--- src/inc/pph_pkg.sv ---
// Constants shared by the parallel port handshake block.
`default_nettype none
package pph_pkg;

	// ------------------------------------------------------------
	// Widths and counts
	// ------------------------------------------------------------
	localparam int unsigned PORT_W  = 8;
	localparam int unsigned ADDR_W  = 4;
	localparam int unsigned NPORT   = 2;
	localparam int unsigned SYNC_N  = 3;

	// ------------------------------------------------------------
	// Register indices
	// ------------------------------------------------------------
	localparam logic [3:0] REG_PORTB_DATA = 4'h0;
	localparam logic [3:0] REG_PORTA_DATA = 4'h1;
	localparam logic [3:0] REG_PORTB_DIR  = 4'h2;
	localparam logic [3:0] REG_PORTA_DIR  = 4'h3;
	localparam logic [3:0] REG_AUX_CTRL   = 4'hB;
	localparam logic [3:0] REG_LINE_CTRL  = 4'hC;
	localparam logic [3:0] REG_EVT_FLAGS  = 4'hD;

	// ------------------------------------------------------------
	// Field positions (port A then port B)
	// ------------------------------------------------------------
	localparam int unsigned LC_EDGE_A  = 0;
	localparam int unsigned LC_MODE_A  = 1;
	localparam int unsigned LC_LEVEL_A = 2;
	localparam int unsigned LC_OUT_A   = 3;
	localparam int unsigned LC_EDGE_B  = 4;
	localparam int unsigned LC_MODE_B  = 5;
	localparam int unsigned LC_LEVEL_B = 6;
	localparam int unsigned LC_OUT_B   = 7;
	localparam int unsigned AUX_LATCH_A = 0;
	localparam int unsigned AUX_LATCH_B = 1;
	localparam int unsigned FLAG_A      = 1;
	localparam int unsigned FLAG_B      = 4;

	// ------------------------------------------------------------
	// Reset values
	// ------------------------------------------------------------
	localparam logic [7:0] RST_BYTE = 8'h00;
	localparam logic       RST_LINE = 1'b1;

endpackage : pph_pkg

`default_nettype wire

--- src/logic/pph_top.sv ---
// Two 8-bit parallel ports with status-input events and control-line handshakes.
//
// Contract
// A direction bit of one drives its pin; zero leaves it an input.
// Port reads return pins; port B returns driven value for output bits.
// Line control bit 0 (A) and 4 (B) choose rising edges when set.
// An active status edge sets event flag bit 1 (A) or 4 (B).
// Reading or writing a port data register clears its event flag.
// Every processor store to a port data register latches output data.
// Auxiliary bit 0 (A) or 1 (B) latches input data on active edges.
// Line control bit 3 (A) or 7 (B) makes the control line an output.
// Line control bit 2 (A) or 6 (B): clear pulse, set static level.
// In pulse mode, bit 1 (A) or 5 (B): clear handshake, set strobe.
// In level mode the line drives line control bit 1 (A) or 5 (B).
// Handshake: line low on data access, high on next active status edge.
// Strobe: line low on data access, high again after one cycle.
// The peripheral gives one transition of chosen polarity per event.
// The line control register resets to zero.
// Port B control line behaves as port A with its own resources.
// Edges are sampled on the clock; a set beats a same-cycle clear.
`timescale 1ns/1ps
`default_nettype none

module pph_top
	import pph_pkg::*;
(
	input  wire logic              sys_clk,
	input  wire logic              nrst,
	input  wire logic              clk_en,
	input  wire logic [ADDR_W-1:0] bus_addr,
	input  wire logic              bus_rd,
	input  wire logic              bus_wr,
	input  wire logic [PORT_W-1:0] bus_wdata,
	output var  logic [PORT_W-1:0] bus_rdata,
	input  wire logic [PORT_W-1:0] porta_pins_i,
	output var  logic [PORT_W-1:0] porta_pins_o,
	output var  logic [PORT_W-1:0] porta_pins_oe,
	input  wire logic [PORT_W-1:0] portb_pins_i,
	output var  logic [PORT_W-1:0] portb_pins_o,
	output var  logic [PORT_W-1:0] portb_pins_oe,
	input  wire logic              porta_status_input,
	input  wire logic              portb_status_input,
	output var  logic              porta_control_line_o,
	output var  logic              porta_control_line_oe,
	output var  logic              portb_control_line_o,
	output var  logic              portb_control_line_oe
);

	// ------------------------------------------------------------
	// Decoding and settling helpers
	// ------------------------------------------------------------
	function automatic logic [3:0] data_reg(input int unsigned p);
		return (p == 0) ? REG_PORTA_DATA : REG_PORTB_DATA;
	endfunction : data_reg

	function automatic logic [3:0] dir_reg(input int unsigned p);
		return (p == 0) ? REG_PORTA_DIR : REG_PORTB_DIR;
	endfunction : dir_reg

	// A synchronised bit is taken only once its second and third stages agree,
	// so a pin caught mid-change never reaches the read path half-settled.
	function automatic logic [PORT_W-1:0] settle(
		input logic [PORT_W-1:0] s2,
		input logic [PORT_W-1:0] s3,
		input logic [PORT_W-1:0] held
	);
		return (s3 & ~(s2 ^ s3)) | (held & (s2 ^ s3));
	endfunction : settle

	// ------------------------------------------------------------
	// Registers
	// ------------------------------------------------------------
	// Everything below is frozen while the clock enable is low.
	logic [PORT_W-1:0] line_ctrl_q;
	logic [PORT_W-1:0] aux_ctrl_q;
	logic [PORT_W-1:0] out_q   [NPORT];
	logic [PORT_W-1:0] dir_q   [NPORT];
	logic [PORT_W-1:0] latch_q [NPORT];
	logic [NPORT-1:0]  flag_q;
	logic [NPORT-1:0]  line_q;
	logic [NPORT-1:0]  line_oe_q;

	logic [PORT_W-1:0] pin_in  [NPORT];
	logic [PORT_W-1:0] pin_s1_q [NPORT];
	logic [PORT_W-1:0] pin_s2_q [NPORT];
	logic [PORT_W-1:0] pin_s3_q [NPORT];
	logic [PORT_W-1:0] pin_lvl_q [NPORT];
	logic [NPORT-1:0]  st_in;
	logic [NPORT-1:0]  st_s1_q;
	logic [NPORT-1:0]  st_s2_q;
	logic [NPORT-1:0]  st_s3_q;
	logic [NPORT-1:0]  st_lvl_q;
	logic [NPORT-1:0]  st_edge;
	logic [NPORT-1:0]  data_acc;
	logic [PORT_W-1:0] port_rd [NPORT];

	assign pin_in[0] = porta_pins_i;
	assign pin_in[1] = portb_pins_i;
	assign st_in     = {portb_status_input, porta_status_input};

	// ------------------------------------------------------------
	// Shared control registers
	// ------------------------------------------------------------
	// The flags register has no write path: flags clear only through port
	// data accesses, so a stray store cannot lose a pending event.
	always_ff @(posedge sys_clk or negedge nrst) begin
		if (!nrst) begin
			line_ctrl_q <= RST_BYTE;
		end else if (clk_en && bus_wr && bus_addr == REG_LINE_CTRL) begin
			line_ctrl_q <= bus_wdata;
		end
	end

	always_ff @(posedge sys_clk or negedge nrst) begin
		if (!nrst) begin
			aux_ctrl_q <= RST_BYTE;
		end else if (clk_en && bus_wr && bus_addr == REG_AUX_CTRL) begin
			aux_ctrl_q <= bus_wdata;
		end
	end

	// ------------------------------------------------------------
	// Per-port logic
	// ------------------------------------------------------------
	for (genvar p = 0; p < NPORT; p++) begin : g_port
		// Port A takes the low nibble of the line control register, port B the
		// high one; the same code serves both so their behaviour cannot drift.
		localparam int unsigned EDGE_B  = (p == 0) ? LC_EDGE_A : LC_EDGE_B;
		localparam int unsigned MODE_B  = (p == 0) ? LC_MODE_A : LC_MODE_B;
		localparam int unsigned LEVEL_B = (p == 0) ? LC_LEVEL_A : LC_LEVEL_B;
		localparam int unsigned OUT_B   = (p == 0) ? LC_OUT_A : LC_OUT_B;
		localparam int unsigned LATCH_B = (p == 0) ? AUX_LATCH_A : AUX_LATCH_B;

		// Reads and writes count alike; the clock enable is applied where it is used.
		assign data_acc[p] = (bus_rd || bus_wr) && bus_addr == data_reg(p);

		// Pins and status lines come from outside, so they pass three stages.
		always_ff @(posedge sys_clk or negedge nrst) begin
			if (!nrst) begin
				pin_s1_q[p] <= RST_BYTE;
				pin_s2_q[p] <= RST_BYTE;
				pin_s3_q[p] <= RST_BYTE;
				pin_lvl_q[p] <= RST_BYTE;
				st_s1_q[p]  <= 1'b0;
				st_s2_q[p]  <= 1'b0;
				st_s3_q[p]  <= 1'b0;
				st_lvl_q[p] <= 1'b0;
			end else if (clk_en) begin
				pin_s1_q[p] <= pin_in[p];
				pin_s2_q[p] <= pin_s1_q[p];
				pin_s3_q[p] <= pin_s2_q[p];
				pin_lvl_q[p] <= settle(pin_s2_q[p], pin_s3_q[p], pin_lvl_q[p]);
				st_s1_q[p]  <= st_in[p];
				st_s2_q[p]  <= st_s1_q[p];
				st_s3_q[p]  <= st_s2_q[p];
				if (st_s2_q[p] == st_s3_q[p]) begin
					st_lvl_q[p] <= st_s3_q[p];
				end
			end
		end

		// A level change counts only once the second and third stages agree.
		// Only the selected direction counts; the return to idle is ignored.
		assign st_edge[p] = (st_s2_q[p] == st_s3_q[p]) && (st_s3_q[p] != st_lvl_q[p])
			&& (st_s3_q[p] == line_ctrl_q[EDGE_B]);

		always_ff @(posedge sys_clk or negedge nrst) begin
			if (!nrst) begin
				out_q[p] <= RST_BYTE;
			end else if (clk_en && bus_wr && bus_addr == data_reg(p)) begin
				out_q[p] <= bus_wdata;
			end
		end

		always_ff @(posedge sys_clk or negedge nrst) begin
			if (!nrst) begin
				dir_q[p] <= RST_BYTE;
			end else if (clk_en && bus_wr && bus_addr == dir_reg(p)) begin
				dir_q[p] <= bus_wdata;
			end
		end

		always_ff @(posedge sys_clk or negedge nrst) begin
			if (!nrst) begin
				latch_q[p] <= RST_BYTE;
			end else if (clk_en && st_edge[p]) begin
				latch_q[p] <= pin_lvl_q[p];
			end
		end

		// Setting wins over the clearing access so no event is lost; the access
		// that races an edge leaves the flag up for the next poll to see.
		always_ff @(posedge sys_clk or negedge nrst) begin
			if (!nrst) begin
				flag_q[p] <= 1'b0;
			end else if (clk_en) begin
				if (st_edge[p]) begin
					flag_q[p] <= 1'b1;
				end else if (data_acc[p]) begin
					flag_q[p] <= 1'b0;
				end
			end
		end

		// Port B bits driven as outputs read back the driven value. Port A reads the pin,
		// or its latch when latching is on, for every bit, so a heavily loaded output bit
		// on A may read back wrong; that is the pin's truth, not a fault of this logic.
		assign port_rd[p] = (aux_ctrl_q[LATCH_B] ? latch_q[p] : pin_lvl_q[p])
			& ~((p == 1) ? dir_q[p] : RST_BYTE)
			| (((p == 1) ? dir_q[p] : RST_BYTE) & out_q[p]);

		always_ff @(posedge sys_clk or negedge nrst) begin
			if (!nrst) begin
				line_oe_q[p] <= 1'b0;
			end else if (clk_en) begin
				line_oe_q[p] <= line_ctrl_q[OUT_B];
			end
		end

		// Priority: not an output, level mode, data access, release. An access that
		// lands with the status edge keeps the line low, so a request is never lost.
		always_ff @(posedge sys_clk or negedge nrst) begin
			if (!nrst) begin
				line_q[p] <= RST_LINE;
			end else if (clk_en) begin
				if (!line_ctrl_q[OUT_B]) begin
					line_q[p] <= RST_LINE;
				end else if (line_ctrl_q[LEVEL_B]) begin
					line_q[p] <= line_ctrl_q[MODE_B];
				end else if (data_acc[p]) begin
					line_q[p] <= 1'b0;
				end else if (line_ctrl_q[MODE_B] || st_edge[p]) begin
					line_q[p] <= 1'b1;
				end
			end
		end
	end

	// ------------------------------------------------------------
	// Read data, registered one cycle after the read strobe
	// ------------------------------------------------------------
	// Unmapped indices read as zero. The value holds until the next read, so a
	// slow master may pick it up late.
	always_ff @(posedge sys_clk or negedge nrst) begin
		if (!nrst) begin
			bus_rdata <= RST_BYTE;
		end else if (clk_en && bus_rd) begin
			unique case (bus_addr)
				REG_PORTA_DATA: bus_rdata <= port_rd[0];
				REG_PORTB_DATA: bus_rdata <= port_rd[1];
				REG_PORTA_DIR:  bus_rdata <= dir_q[0];
				REG_PORTB_DIR:  bus_rdata <= dir_q[1];
				REG_AUX_CTRL:   bus_rdata <= aux_ctrl_q;
				REG_LINE_CTRL:  bus_rdata <= line_ctrl_q;
				REG_EVT_FLAGS: begin
					bus_rdata         <= RST_BYTE;
					bus_rdata[FLAG_A] <= flag_q[0];
					bus_rdata[FLAG_B] <= flag_q[1];
				end
				default:        bus_rdata <= RST_BYTE;
			endcase
		end
	end

	// ------------------------------------------------------------
	// Pin drivers
	// ------------------------------------------------------------
	// Outputs trail their registers by one cycle; every top-level output is a
	// flop so nothing combinational reaches the pads.
	always_ff @(posedge sys_clk or negedge nrst) begin
		if (!nrst) begin
			porta_pins_o  <= RST_BYTE;
			porta_pins_oe <= RST_BYTE;
			portb_pins_o  <= RST_BYTE;
			portb_pins_oe <= RST_BYTE;
		end else if (clk_en) begin
			porta_pins_o  <= out_q[0];
			porta_pins_oe <= dir_q[0];
			portb_pins_o  <= out_q[1];
			portb_pins_oe <= dir_q[1];
		end
	end

	// The control lines idle high while they are inputs, matching a pulled-up pad.
	always_ff @(posedge sys_clk or negedge nrst) begin
		if (!nrst) begin
			porta_control_line_o  <= RST_LINE;
			porta_control_line_oe <= 1'b0;
			portb_control_line_o  <= RST_LINE;
			portb_control_line_oe <= 1'b0;
		end else if (clk_en) begin
			porta_control_line_o  <= line_q[0];
			porta_control_line_oe <= line_oe_q[0];
			portb_control_line_o  <= line_q[1];
			portb_control_line_oe <= line_oe_q[1];
		end
	end

endmodule : pph_top

`default_nettype wire

--- config.mk ---
export PLATFORM = sky130hd
export DESIGN_NAME = pph_top
export DESIGN_NICKNAME = d
export VERILOG_FILES = /design/src/inc/pph_pkg.sv /design/src/logic/pph_top.sv
export SDC_FILE = /design/constraint.sdc
export NUM_CORES = 1
export LEC_CHECK = 0
export ABC_CLOCK_PERIOD_IN_PS = 2450
export BUFFER_PORTS_ARGS = -buffer_cell sky130_fd_sc_hd__clkbuf_2
export CORE_ASPECT_RATIO = 0.7
export CORE_UTILIZATION = 50
export CTS_BUF_LIST = sky130_fd_sc_hd__clkbuf_2
export CTS_CLUSTER_DIAMETER = 100
export DETAILED_ROUTE_END_ITERATION = 16
export HOLD_SLACK_MARGIN = 0.03
export PLACE_DENSITY = 0.69
export REMOVE_ABC_BUFFERS = 1
export SYNTH_ARGS = -nofsm -noshare
export SYNTH_HDL_FRONTEND = slang
export SYNTH_SLANG_ARGS = --single-unit
--- constraint.sdc ---
create_clock -name sys_clk -period 2.45 [get_ports sys_clk]
set_input_delay 0.245 -clock sys_clk [delete_from_list [all_inputs] [get_ports sys_clk]]
set_output_delay 0.245 -clock sys_clk [all_outputs]
set_load 0.05 [all_outputs]
==> metrics.md, run 1 <==
| Metric | Value |
|---|---|
| Via density | `5.543` |
| CP Launch Type | `register` |
| Fin crit share | `0.7421` |
| Max cap viols | `0` |
| Worst Reg-to-Reg Cells | `3` |
| Core footprint | `15550 sq um` |
| Met1 WL | `8111 um` |
| Die height | `107.6 um` |
| CP bufs+invs | `1` |
| Synth Instances | `575` |
| Synth top area cells | `dfrtp_1 57%, mux2_2 22%, a21oi_1 2.8%, mux2i_1 2.4%, nand2b_1 1.6%` |
| Req. time, crit path | `2200 ps` |
| TritonCTS Sinks | `186` |
| Final core occ | `0.5880` |
| Slew Limit Fails | `0` |
| Clock Latency Late Sink | `740 ps` |
| EDFF count, synth | `0` |
| Hold buffers post-CTS | `32` |
| Synth Register Bits | `roughly 190` |
| Initial antenna violation count | `0` |
| Slew @ Worst Pin | `886.2 ps` |
| CTS tree | `yes` |
| Overflow after GRT | `0` |
| Final Hold Viols | `0` |
| Layout cells sized above 1 | `0.4208` |
| Count leader, synth | `dfrtp_1` |
| Filler cells | `about 1300` |
| Predominant post-synthesis flop cell | `dfrtp_1` |
| Clock Root Buffer | `clkbuf_2` |
| Routed len/inst | `18.60 um` |
| Gr usage total | `0.2227` |
| Post-route DRC | `0` |
| Setup Fix Bufs, Post-CTS | `0` |
| Run status | `finished clean` |
| Worst Skew | `~36 ps` |
| CP max stage cell | `dfstp_2` |
| CP Max Fanout | `2` |
| H-tree Lvls | `4` |
| Worst vdd ir | `0.4245 mV` |
| Sum Neg Setup Slack | `0 ps` |
| Clk slew on worst S/H paths | `between 200 and 300 ps` |
| I/O pins | `79` |
| Highest Signal Layer | `met4` |
| Wire length on met2 | `7782 um` |
| Crit end category | `primary output` |
| Met3 WL | `roughly 700 um` |
| Asr flop ratio synth | `1.000` |
| Global-route wire length before repair | `27670 um` |
| Minimum clock period | `1818 ps` |
| Iteration-0 DRC Markers | `186` |
| Vias | `4994` |
| Count of final setup violators | `0` |
| Hold Crit Class | `in2reg` |
| Synth warn | `0` |
| Final net count | `724` |
| Place WS | `441.9 ps` |
| Power Density | `slightly above 800 nW/um^2` |
| Post-synth top area share | `0.5715` |
| Synth area leader | `dfrtp_1` |
| Area of the mapped netlist | `7969 sq um` |
| Syn avg cell area | `approximately 14 sq um` |
| RSZ-0062 raised after global routing | `no` |
| Antenna viol nets, final | `0` |
| Placer Congestion | `approximately 0.85` |
| Initial core utilization | `0.5126` |
| HPWL after DPL | `11500 um` |
| Crit path max-delay family | `flip-flops` |
| Multi-input logic area | `3156 sq um` |
| CP max stage delay | `580 ps` |
| Die Wd | `152.9 um` |
| Row cnt | `38` |
| Die ar. | `16450 sq um` |
| Post-synth top cells | `182 x dfrtp_1, 159 x mux2_2, 45 x a21oi_1` |
| Crit path DAT | `1570 ps` |
| Inserted Diodes | `0` |
| Post-CTS sizing | `0` |
| Hold path depth | `3` |
| CP Depth | `1` |
| Register area | `approximately 4700 sq um` |
| Cell Chain, Critical Path | `clkbuf_2` |
| Worst setup slack after layout | `631.8 ps` |
| Max Buffers Root-to-Sink | `2` |
| Fmax | `550.0 MHz` |
| Post-synthesis sequential area ratio | `0.5847` |
| Input/output buffers | `78` |
| Slew margin rel. | `0.4038` |
| Leak | `4.195 nW` |
| Total Wirelength | `16760 um` |
| DR pass1 iterations | `4` |
| TritonCTS Buffers | `17` |
| Synth-to-Final Area Change | `14.73%` |
| Vias in the first global route | `5141` |
| CP Class | `reg2out` |
| Largest net degree at the start of global routing | `89` |
| Synth cell types | `46` |
cells by family (layout without fill, tap and decap cells):
kind of cell | after synthesis | count (layout) | share of synthesized area
multiplexers | 179 | 179 | 0.2500
flip-flops | 186 | 186 | 0.5847
buffers and inverters | 29 | 155 | 0.01931
AND/OR/NAND/NOR | 87 | 87 | 0.06924
AO/OA/AOI/OAI | 94 | 94 | 0.07678
flip-flops by register name (all words and copies together) (netlist names), 2 cells and up, named ones only:
name,count
dir_q,16
latch_q,16
out_q,16
pin_s1_q,16
pin_s2_q,16
pin_s3_q,16
aux_ctrl_q,8
bus_rdata,8
line_ctrl_q,8
porta_pins_o,8
porta_pins_oe,8
portb_pins_o,8
portb_pins_oe,8
flag_q,2
line_oe_q,2
line_q,2
st_lvl_q,2
st_s1_q,2
st_s2_q,2
st_s3_q,2
area by class of cell:
cell class	count	area share
clock buffers	17	0.009306
clock inverters	14	0.01177
multi-input cells	360	0.3451
flip-flops and latches	186	0.5096
well taps	200	0.02737
repair buffers	124	0.09676
worst paths after layout:
kind	from	to	slack, ps
worst max-delay path	porta_control_line_o$_DFFE_PN1P_	porta_control_line_o	630
worst max register to register	line_ctrl_q[0]$_DFFE_PN0P_	latch_q[11]$_DFFE_PN0P_	660
worst min register to register	line_ctrl_q[3]$_DFFE_PN0P_	line_q[0]$_DFFE_PN1P_	500
max in group asynchronous	nrst	portb_control_line_o$_DFFE_PN1P_	1290
min in group asynchronous	nrst	dir_q[5]$_DFFE_PN0P_	500
worst min-delay path	bus_addr[0]	bus_rdata[6]$_DFFE_PN0P_	120
per-layer routing:
metal | GRT usage | vias up
li1 | - | 2342
met1 | 0.3067 | 2538
met2 | 0.3552 | 99
met3 | 0.05395 | 15
met4 | 0.05844 | 0
met5 | 0 | -
stage by stage:
stage | std cells | hold WS [ps] | area [sq um] | total power [mW]
after floorplan | 546 | -50.59 | 7815 | 5.530
after global placement | 838 | 299.5 | 8620 | 6.102
after detailed placement | 838 | 304.5 | 8620 | 6.203
after CTS | 901 | 41.17 | 9143 | 7.602
after global routing | 901 | 77.10 | 9143 | 7.954
final | 901 | 117.5 | 9143 | 7.523
power breakdown:
| group | internal (mW) | switching [mW] | leakage, nW |
|---|---|---|---|
| clock network | 0.347 | 1.01 | 0.119 |
| registers | 3.73 | 0.501 | 2.33 |
| logic | 0.840 | 1.10 | 1.75 |
| total | 4.91 | 2.61 | 4.19 |
placed cells by master (no fill, tap or decap), drive strengths merged, types with 3 or more instances in the layout:
cell type / instances
dfrtp: 182
mux2: 160
clkbuf: 93
a21oi: 45
dlygate4sd3: 31
nor2: 28
nand2b: 21
mux2i: 19
buf: 17
nand2: 14
o21ai: 11
clkinv: 10
nor3b: 8
a31oi: 8
o22a: 5
dfstp: 4
o22ai: 3
a21o: 3
a32oi: 3
a221o: 3
a222oi: 3
Note: power is estimated with default switching activity, not from simulation.
==> inputs of run 2 (changes only) <==
--- a/config.mk
+++ b/config.mk
@@ -5,7 +5,7 @@
 export SDC_FILE = /design/constraint.sdc
 export NUM_CORES = 1
 export LEC_CHECK = 0
-export ABC_CLOCK_PERIOD_IN_PS = 2450
+export ABC_CLOCK_PERIOD_IN_PS = 1800
 export BUFFER_PORTS_ARGS = -buffer_cell sky130_fd_sc_hd__clkbuf_2
 export CORE_ASPECT_RATIO = 0.7
 export CORE_UTILIZATION = 50
==> constraint.sdc (replaced) <==
create_clock -name sys_clk -period 1.8 [get_ports sys_clk]
set_input_delay 0.18 -clock sys_clk [delete_from_list [all_inputs] [get_ports sys_clk]]
set_output_delay 0.18 -clock sys_clk [all_outputs]
set_load 0.05 [all_outputs]
==> metrics.md, run 2 (synthesized netlist as in run 1, its figures left out) <==
| Metric | Value |
|---|---|
| HPWL after DPL | `approximately 12000 um` |
| Vias | `5184` |
| Crit path DAT | `2410 ps` |
| Max Buffers Root-to-Sink | `2` |
| CP Class | `in2reg` |
| Global-route wire length before repair | `27680 um` |
| Clk slew on worst S/H paths | `240 ps` |
| Die ar. | `16450 sq um` |
| CP Launch Type | `input port` |
| Post-route DRC | `0` |
| Synth-to-Final Area Change | `17.57%` |
| Commonest non-fill, non-tap cell in the layout | `dfrtp_1` |
| I/O pins | `just under 80` |
| Sum Neg Setup Slack | `0 ps` |
| Fin crit share | `0.9823` |
| Via density | `5.574` |
| Largest net degree at the start of global routing | `55` |
| Fmax | `565.6 MHz` |
| Slew margin rel. | `0.6113` |
| DR pass1 iterations | `5` |
| Die height | `about 110 um` |
| Non-Filler Instances | `930` |
| Final Hold Viols | `0` |
| Max cap viols | `0` |
| CTS tree | `yes` |
| Count of final setup violators | `0` |
| Gr usage total | `0.2218` |
| H-tree Lvls | `4` |
| Filler cells | `approximately 1300` |
| Routed len/inst | `around 18 um` |
| Overall power | `10.18 mW` |
| Inserted Diodes | `0` |
| Final core occ | `0.6026` |
| Layout cells sized above 1 | `0.4315` |
| Antenna viol nets, final | `0` |
| Worst Skew | `25.77 ps` |
| TritonCTS Sinks | `186` |
| CP Max Fanout | `17` |
| Row cnt | `38` |
| Req. time, crit path | `between 2000 and 2500 ps` |
| Overflow after GRT | `0` |
| Slew Limit Fails | `0` |
| Placed insts | `856` |
| Placer Congestion | `0.9135` |
| Input/output buffers | `between 70 and 80` |
| Core footprint | `15550 sq um` |
| RSZ-0062 raised after global routing | `no` |
| Initial antenna violation count | `0` |
| Power Density | `1086 nW/um^2` |
| Slew @ Worst Pin | `~580 ps` |
| Initial core utilization | `0.5126` |
| Clock Root Buffer | `clkbuf_2` |
| Clock Latency Late Sink | `750 ps` |
| Die Wd | `152.9 um` |
| Hold Crit Class | `in2reg` |
| Worst vdd ir | `0.5745 mV` |
| Total Wirelength | `16890 um` |
| Leak | `between 4 and 5 nW` |
| Final net count | `~750` |
| Most frequent cells in the layout | `182 x dfrtp_1, 159 x mux2_2, 91 x clkbuf_2, 45 x a21oi_1, 40 x dlygate4sd3_1` |
| Iteration-0 DRC Markers | `236` |
| Run status | `finished clean` |
| TritonCTS Buffers | `17` |
| Minimum clock period | `approximately 1800 ps` |
| Crit end category | `register` |
| Vias in the first global route | `5212` |
-- run 2: routing by layer --
| layer | vias to the layer above | global-route usage | routed length (um) |
|---|---|---|---|
| met5 | - | 0 | 0 |
| met4 | 0 | 0.07287 | 237 |
| met3 | 20 | 0.04750 | 614 |
| met2 | 113 | 0.3424 | 7723 |
| met1 | 2648 | 0.3133 | 8312 |
| li1 | 2403 | - | - |
-- run 2: worst paths after layout --
kind                                            start                       to  slack, ps  depth (start not counted)
max                                       bus_addr[3]     dir_q[7]$_DFFE_PN0P_         30                          8
min                                       bus_addr[1]    out_q[10]$_DFFE_PN0P_        130                          4
max reg2reg                line_ctrl_q[0]$_DFFE_PN0P_  latch_q[13]$_DFFE_PN0P_        150                          3
min reg2reg                line_ctrl_q[3]$_DFFE_PN0P_    line_q[0]$_DFFE_PN1P_        490                          1
max in group asynchronous                        nrst    line_q[0]$_DFFE_PN1P_        970                          4
min in group asynchronous                        nrst  pin_s2_q[4]$_DFFE_PN0P_        540                          4
-- run 2: critical path, stage by stage --
cell           delay (ps)
dlygate4sd3_1         540
clkbuf_2              150
buf_4                 210
nor2_2                170
nand4b_2              130
dlygate4sd3_1         610
buf_4                 170
mux2_2                260
-- run 2: area by class of cell --
cell class	count	area [sq um]	share of cell area
flip-flops and latches	186	4659	0.4973
multi-input cells	360	3156	0.3368
repair buffers	152	1131	0.1207
well taps	200	250.2	0.02671
clock buffers	18	90.09	0.009615
clock inverters	14	82.58	0.008814
-- run 2: timing repair --
action                                  4_1_cts  5_1_grt
setup buffers                                 0        1
gates cloned                                  0        0
gates resized for setup                       3        3
hold buffers                                 42        0
endpoints found under the hold margin       295        0
endpoints found under the setup margin        2        7
-- run 2: per-stage QoR --
step                instance area, sq um  hold WS, ps  setup slack, ps
floorplan                           7815       -115.6            220.8
global placement                    8755        114.2            104.5
detailed placement                  8755        123.6            50.91
CTS                                 9369        43.61            3.199
global route                        9369        60.89            2.170
finish                              9369        125.4            31.92
-- run 2: report_power, final --
group          internal, mW  switching [mW]  total [mW]
Clock                 0.341            1.37        1.71
Sequential             5.07           0.685        5.76
Combinational          1.20            1.51        2.71
Total                  6.61            3.56        10.2
==> inputs of run 3 (changes only) <==
--- a/config.mk
+++ b/config.mk
@@ -5,15 +5,16 @@
 export SDC_FILE = /design/constraint.sdc
 export NUM_CORES = 1
 export LEC_CHECK = 0
-export ABC_CLOCK_PERIOD_IN_PS = 1800
+export ABC_CLOCK_PERIOD_IN_PS = 1500
 export BUFFER_PORTS_ARGS = -buffer_cell sky130_fd_sc_hd__clkbuf_2
 export CORE_ASPECT_RATIO = 0.7
 export CORE_UTILIZATION = 50
 export CTS_BUF_LIST = sky130_fd_sc_hd__clkbuf_2
 export CTS_CLUSTER_DIAMETER = 100
+export CTS_CLUSTER_SIZE = 8
 export DETAILED_ROUTE_END_ITERATION = 16
 export HOLD_SLACK_MARGIN = 0.03
-export PLACE_DENSITY = 0.69
+export PLACE_DENSITY = 0.72
 export REMOVE_ABC_BUFFERS = 1
 export SYNTH_ARGS = -nofsm -noshare
 export SYNTH_HDL_FRONTEND = slang
==> constraint.sdc (replaced) <==
create_clock -name sys_clk -period 1.5 [get_ports sys_clk]
set_input_delay 0.15 -clock sys_clk [delete_from_list [all_inputs] [get_ports sys_clk]]
set_output_delay 0.15 -clock sys_clk [all_outputs]
set_load 0.05 [all_outputs]
==> metrics.md, run 3 (synthesized netlist as in run 1, its figures left out) <==
| Metric | Value |
|---|---|
| Fmax | `576.2 MHz` |
| Worst hold start | `bus_addr[1]` |
| Largest net degree at the start of global routing | `47` |
| TritonCTS Sinks | `186` |
| Hold Crit Class | `in2reg` |
| HPWL after DPL | `12310 um` |
| Synth-to-Final Area Change | `31.35%` |
| Req. time, crit path | `2160 ps` |
| Die height | `107.6 um` |
| CTS tree | `yes` |
| Final Hold Viols | `0` |
| Final core occ | `0.6733` |
| Max Buffers Root-to-Sink | `2` |
| Hold path depth | `6` |
| Initial core utilization | `0.5126` |
| Routed len/inst | `19.23 um` |
| DR pass1 iterations | `5` |
| Filler cells | `1103` |
| CP Max Fanout | `4` |
| Post-route DRC | `0` |
| Initial antenna violation count | `0` |
| R2R Path Start | `st_s2_q[1]$_DFFE_PN0P_` |
| Worst setup slack after layout | `-235.6 ps` |
| Hold Worst Slack | `~110 ps` |
| Slew @ Worst Pin | `469.8 ps` |
| Slew Limit Fails | `0` |
| Worst Skew | `30.62 ps` |
| Run status | `finished with violations` |
| Leak | `4.837 nW` |
| Multi-input logic area | `roughly 3300 sq um` |
| CP Class | `in2reg` |
| Layout cells sized above 1 | `0.4770` |
| Minimum clock period | `1736 ps` |
| Max cap viols | `0` |
| Slew margin rel. | `0.6868` |
| Crit end category | `register` |
| TritonCTS Buffers | `17` |
| Final net count | `807` |
| Crit path DAT | `around 2400 ps` |
| Via density | `5.606` |
| Count of final setup violators | `35` |
| Iteration-0 DRC Markers | `402` |
| Gr usage total | `0.2390` |
| Input/output buffers | `78` |
| I/O pins | `79` |
| Worst vdd ir | `0.7320 mV` |
| Crit. Startpoint | `bus_addr[3]` |
| Total Wirelength | `between 15000 and 20000 um` |
| Failing checks | `negative setup slack` |
| Die ar. | `16450 sq um` |
| Core footprint | `15550 sq um` |
| Clock Root Buffer | `clkbuf_2` |
| Clock Latency Late Sink | `~740 ps` |
| Most frequent cells in the layout | `179 x dfrtp_1, 146 x mux2_2, 74 x buf_4, 51 x clkbuf_2, 47 x dlygate4sd3_1` |
| Row cnt | `38` |
| Antenna viol nets, final | `0` |
| RSZ-0062 raised after global routing | `yes` |
| Reg2reg end | `latch_q[6]$_DFFE_PN0P_` |
| Register area | `roughly 4700 sq um` |
| Overflow after GRT | `0` |
| Clk slew on worst S/H paths | `250 ps` |
| Global-route wire length before repair | `29700 um` |
| Die Wd | `152.9 um` |
| H-tree Lvls | `4` |
| Reg2Reg Setup Slack | `-50 ps` |
| Power Density | `1328 nW/um^2` |
| Fin crit share | `1.157` |
| CP Launch Type | `input port` |
| Worst hold endpoint | `bus_rdata[1]$_DFFE_PN0P_` |
| Commonest non-fill, non-tap cell in the layout | `dfrtp_1` |
| Inserted Diodes | `0` |
| Vias in the first global route | `5569` |
| Placer Congestion | `0.8473` |
| Worst Reg-to-Reg Cells | `4` |
| Vias | `5516` |
## run 3: layout make-up
class / instances / share of cell area
clock inverters: 12 / 0.01422
multi-input cells: 361 / 0.3139
repair buffers: 206 / 0.1934
clock buffers: 19 / 0.009084
well taps: 200 / 0.02391
flip-flops and latches: 186 / 0.4455
## run 3: where the power goes
part,internal (mW),leakage [nW],switching (mW),total (mW)
Combinational,2.26,2.37,1.97,4.23
Sequential,6.10,2.32,0.960,7.06
Clock,0.932,0.147,1.69,2.62
## run 3: timing repair
action,in CTS,in global routing
endpoints found under the hold margin,287,18
resized for setup,94,67
cloned,0,2
pin swaps,2,8
buffers inserted,15,10
setup endpoints to repair,65,65
hold buffers,47,4
## run 3: worst max-delay path, stage by stage
cell and delay, ps:
clkbuf_2 110, dlygate4sd3_1 610, buf_4 170, nor2_2 140
buf_4 130, nand4_2 110, buf_4 170, mux2_2 260
dlygate4sd3_1 550
## run 3: how the worst max path moves through the flow
stage / end / slack (ps) / cells after the start
3_3_place_gp: out_q[3]$_DFFE_PN0P_ / -160 / 4
4_1_cts: porta_control_line_o / -220 / 1
6_report: dir_q[11]$_DFFE_PN0P_ / -240 / 9
5_1_grt: portb_control_line_o / -270 / 1
3_5_place_dp: out_q[1]$_DFFE_PN0P_ / -210 / 4
2_1_floorplan: bus_rdata[0]$_DFFE_PN0P_ / -50 / 4
## run 3: stage by stage
| step | instance area, sq um | std cells | setup WS, ps | total power, mW | TNS (ps) |
|---|---|---|---|---|---|
| finish | 10470 | 984 | -235.6 | 13.90 | -1027 |
| floorplan | 7815 | 546 | -49.20 | 9.032 | -147.6 |
| detailed placement | 8932 | 878 | -205.1 | 10.29 | -3227 |
| global placement | 8932 | 878 | -164.0 | 10.10 | -2341 |
| CTS | 10190 | 971 | -215.6 | 13.50 | -3533 |
| global route | 10470 | 984 | -268.6 | 14.61 | -7601 |
## run 3: metal layers
metal | GRT usage | routed length, um | vias to the layer above
li1 | - | - | 2514
met1 | 0.3269 | 8594 | 2840
met2 | 0.3873 | 9297 | 138
met3 | 0.05193 | 750 | 24
met4 | 0.06710 | 277 | 0
met5 | 0 | 0 | -
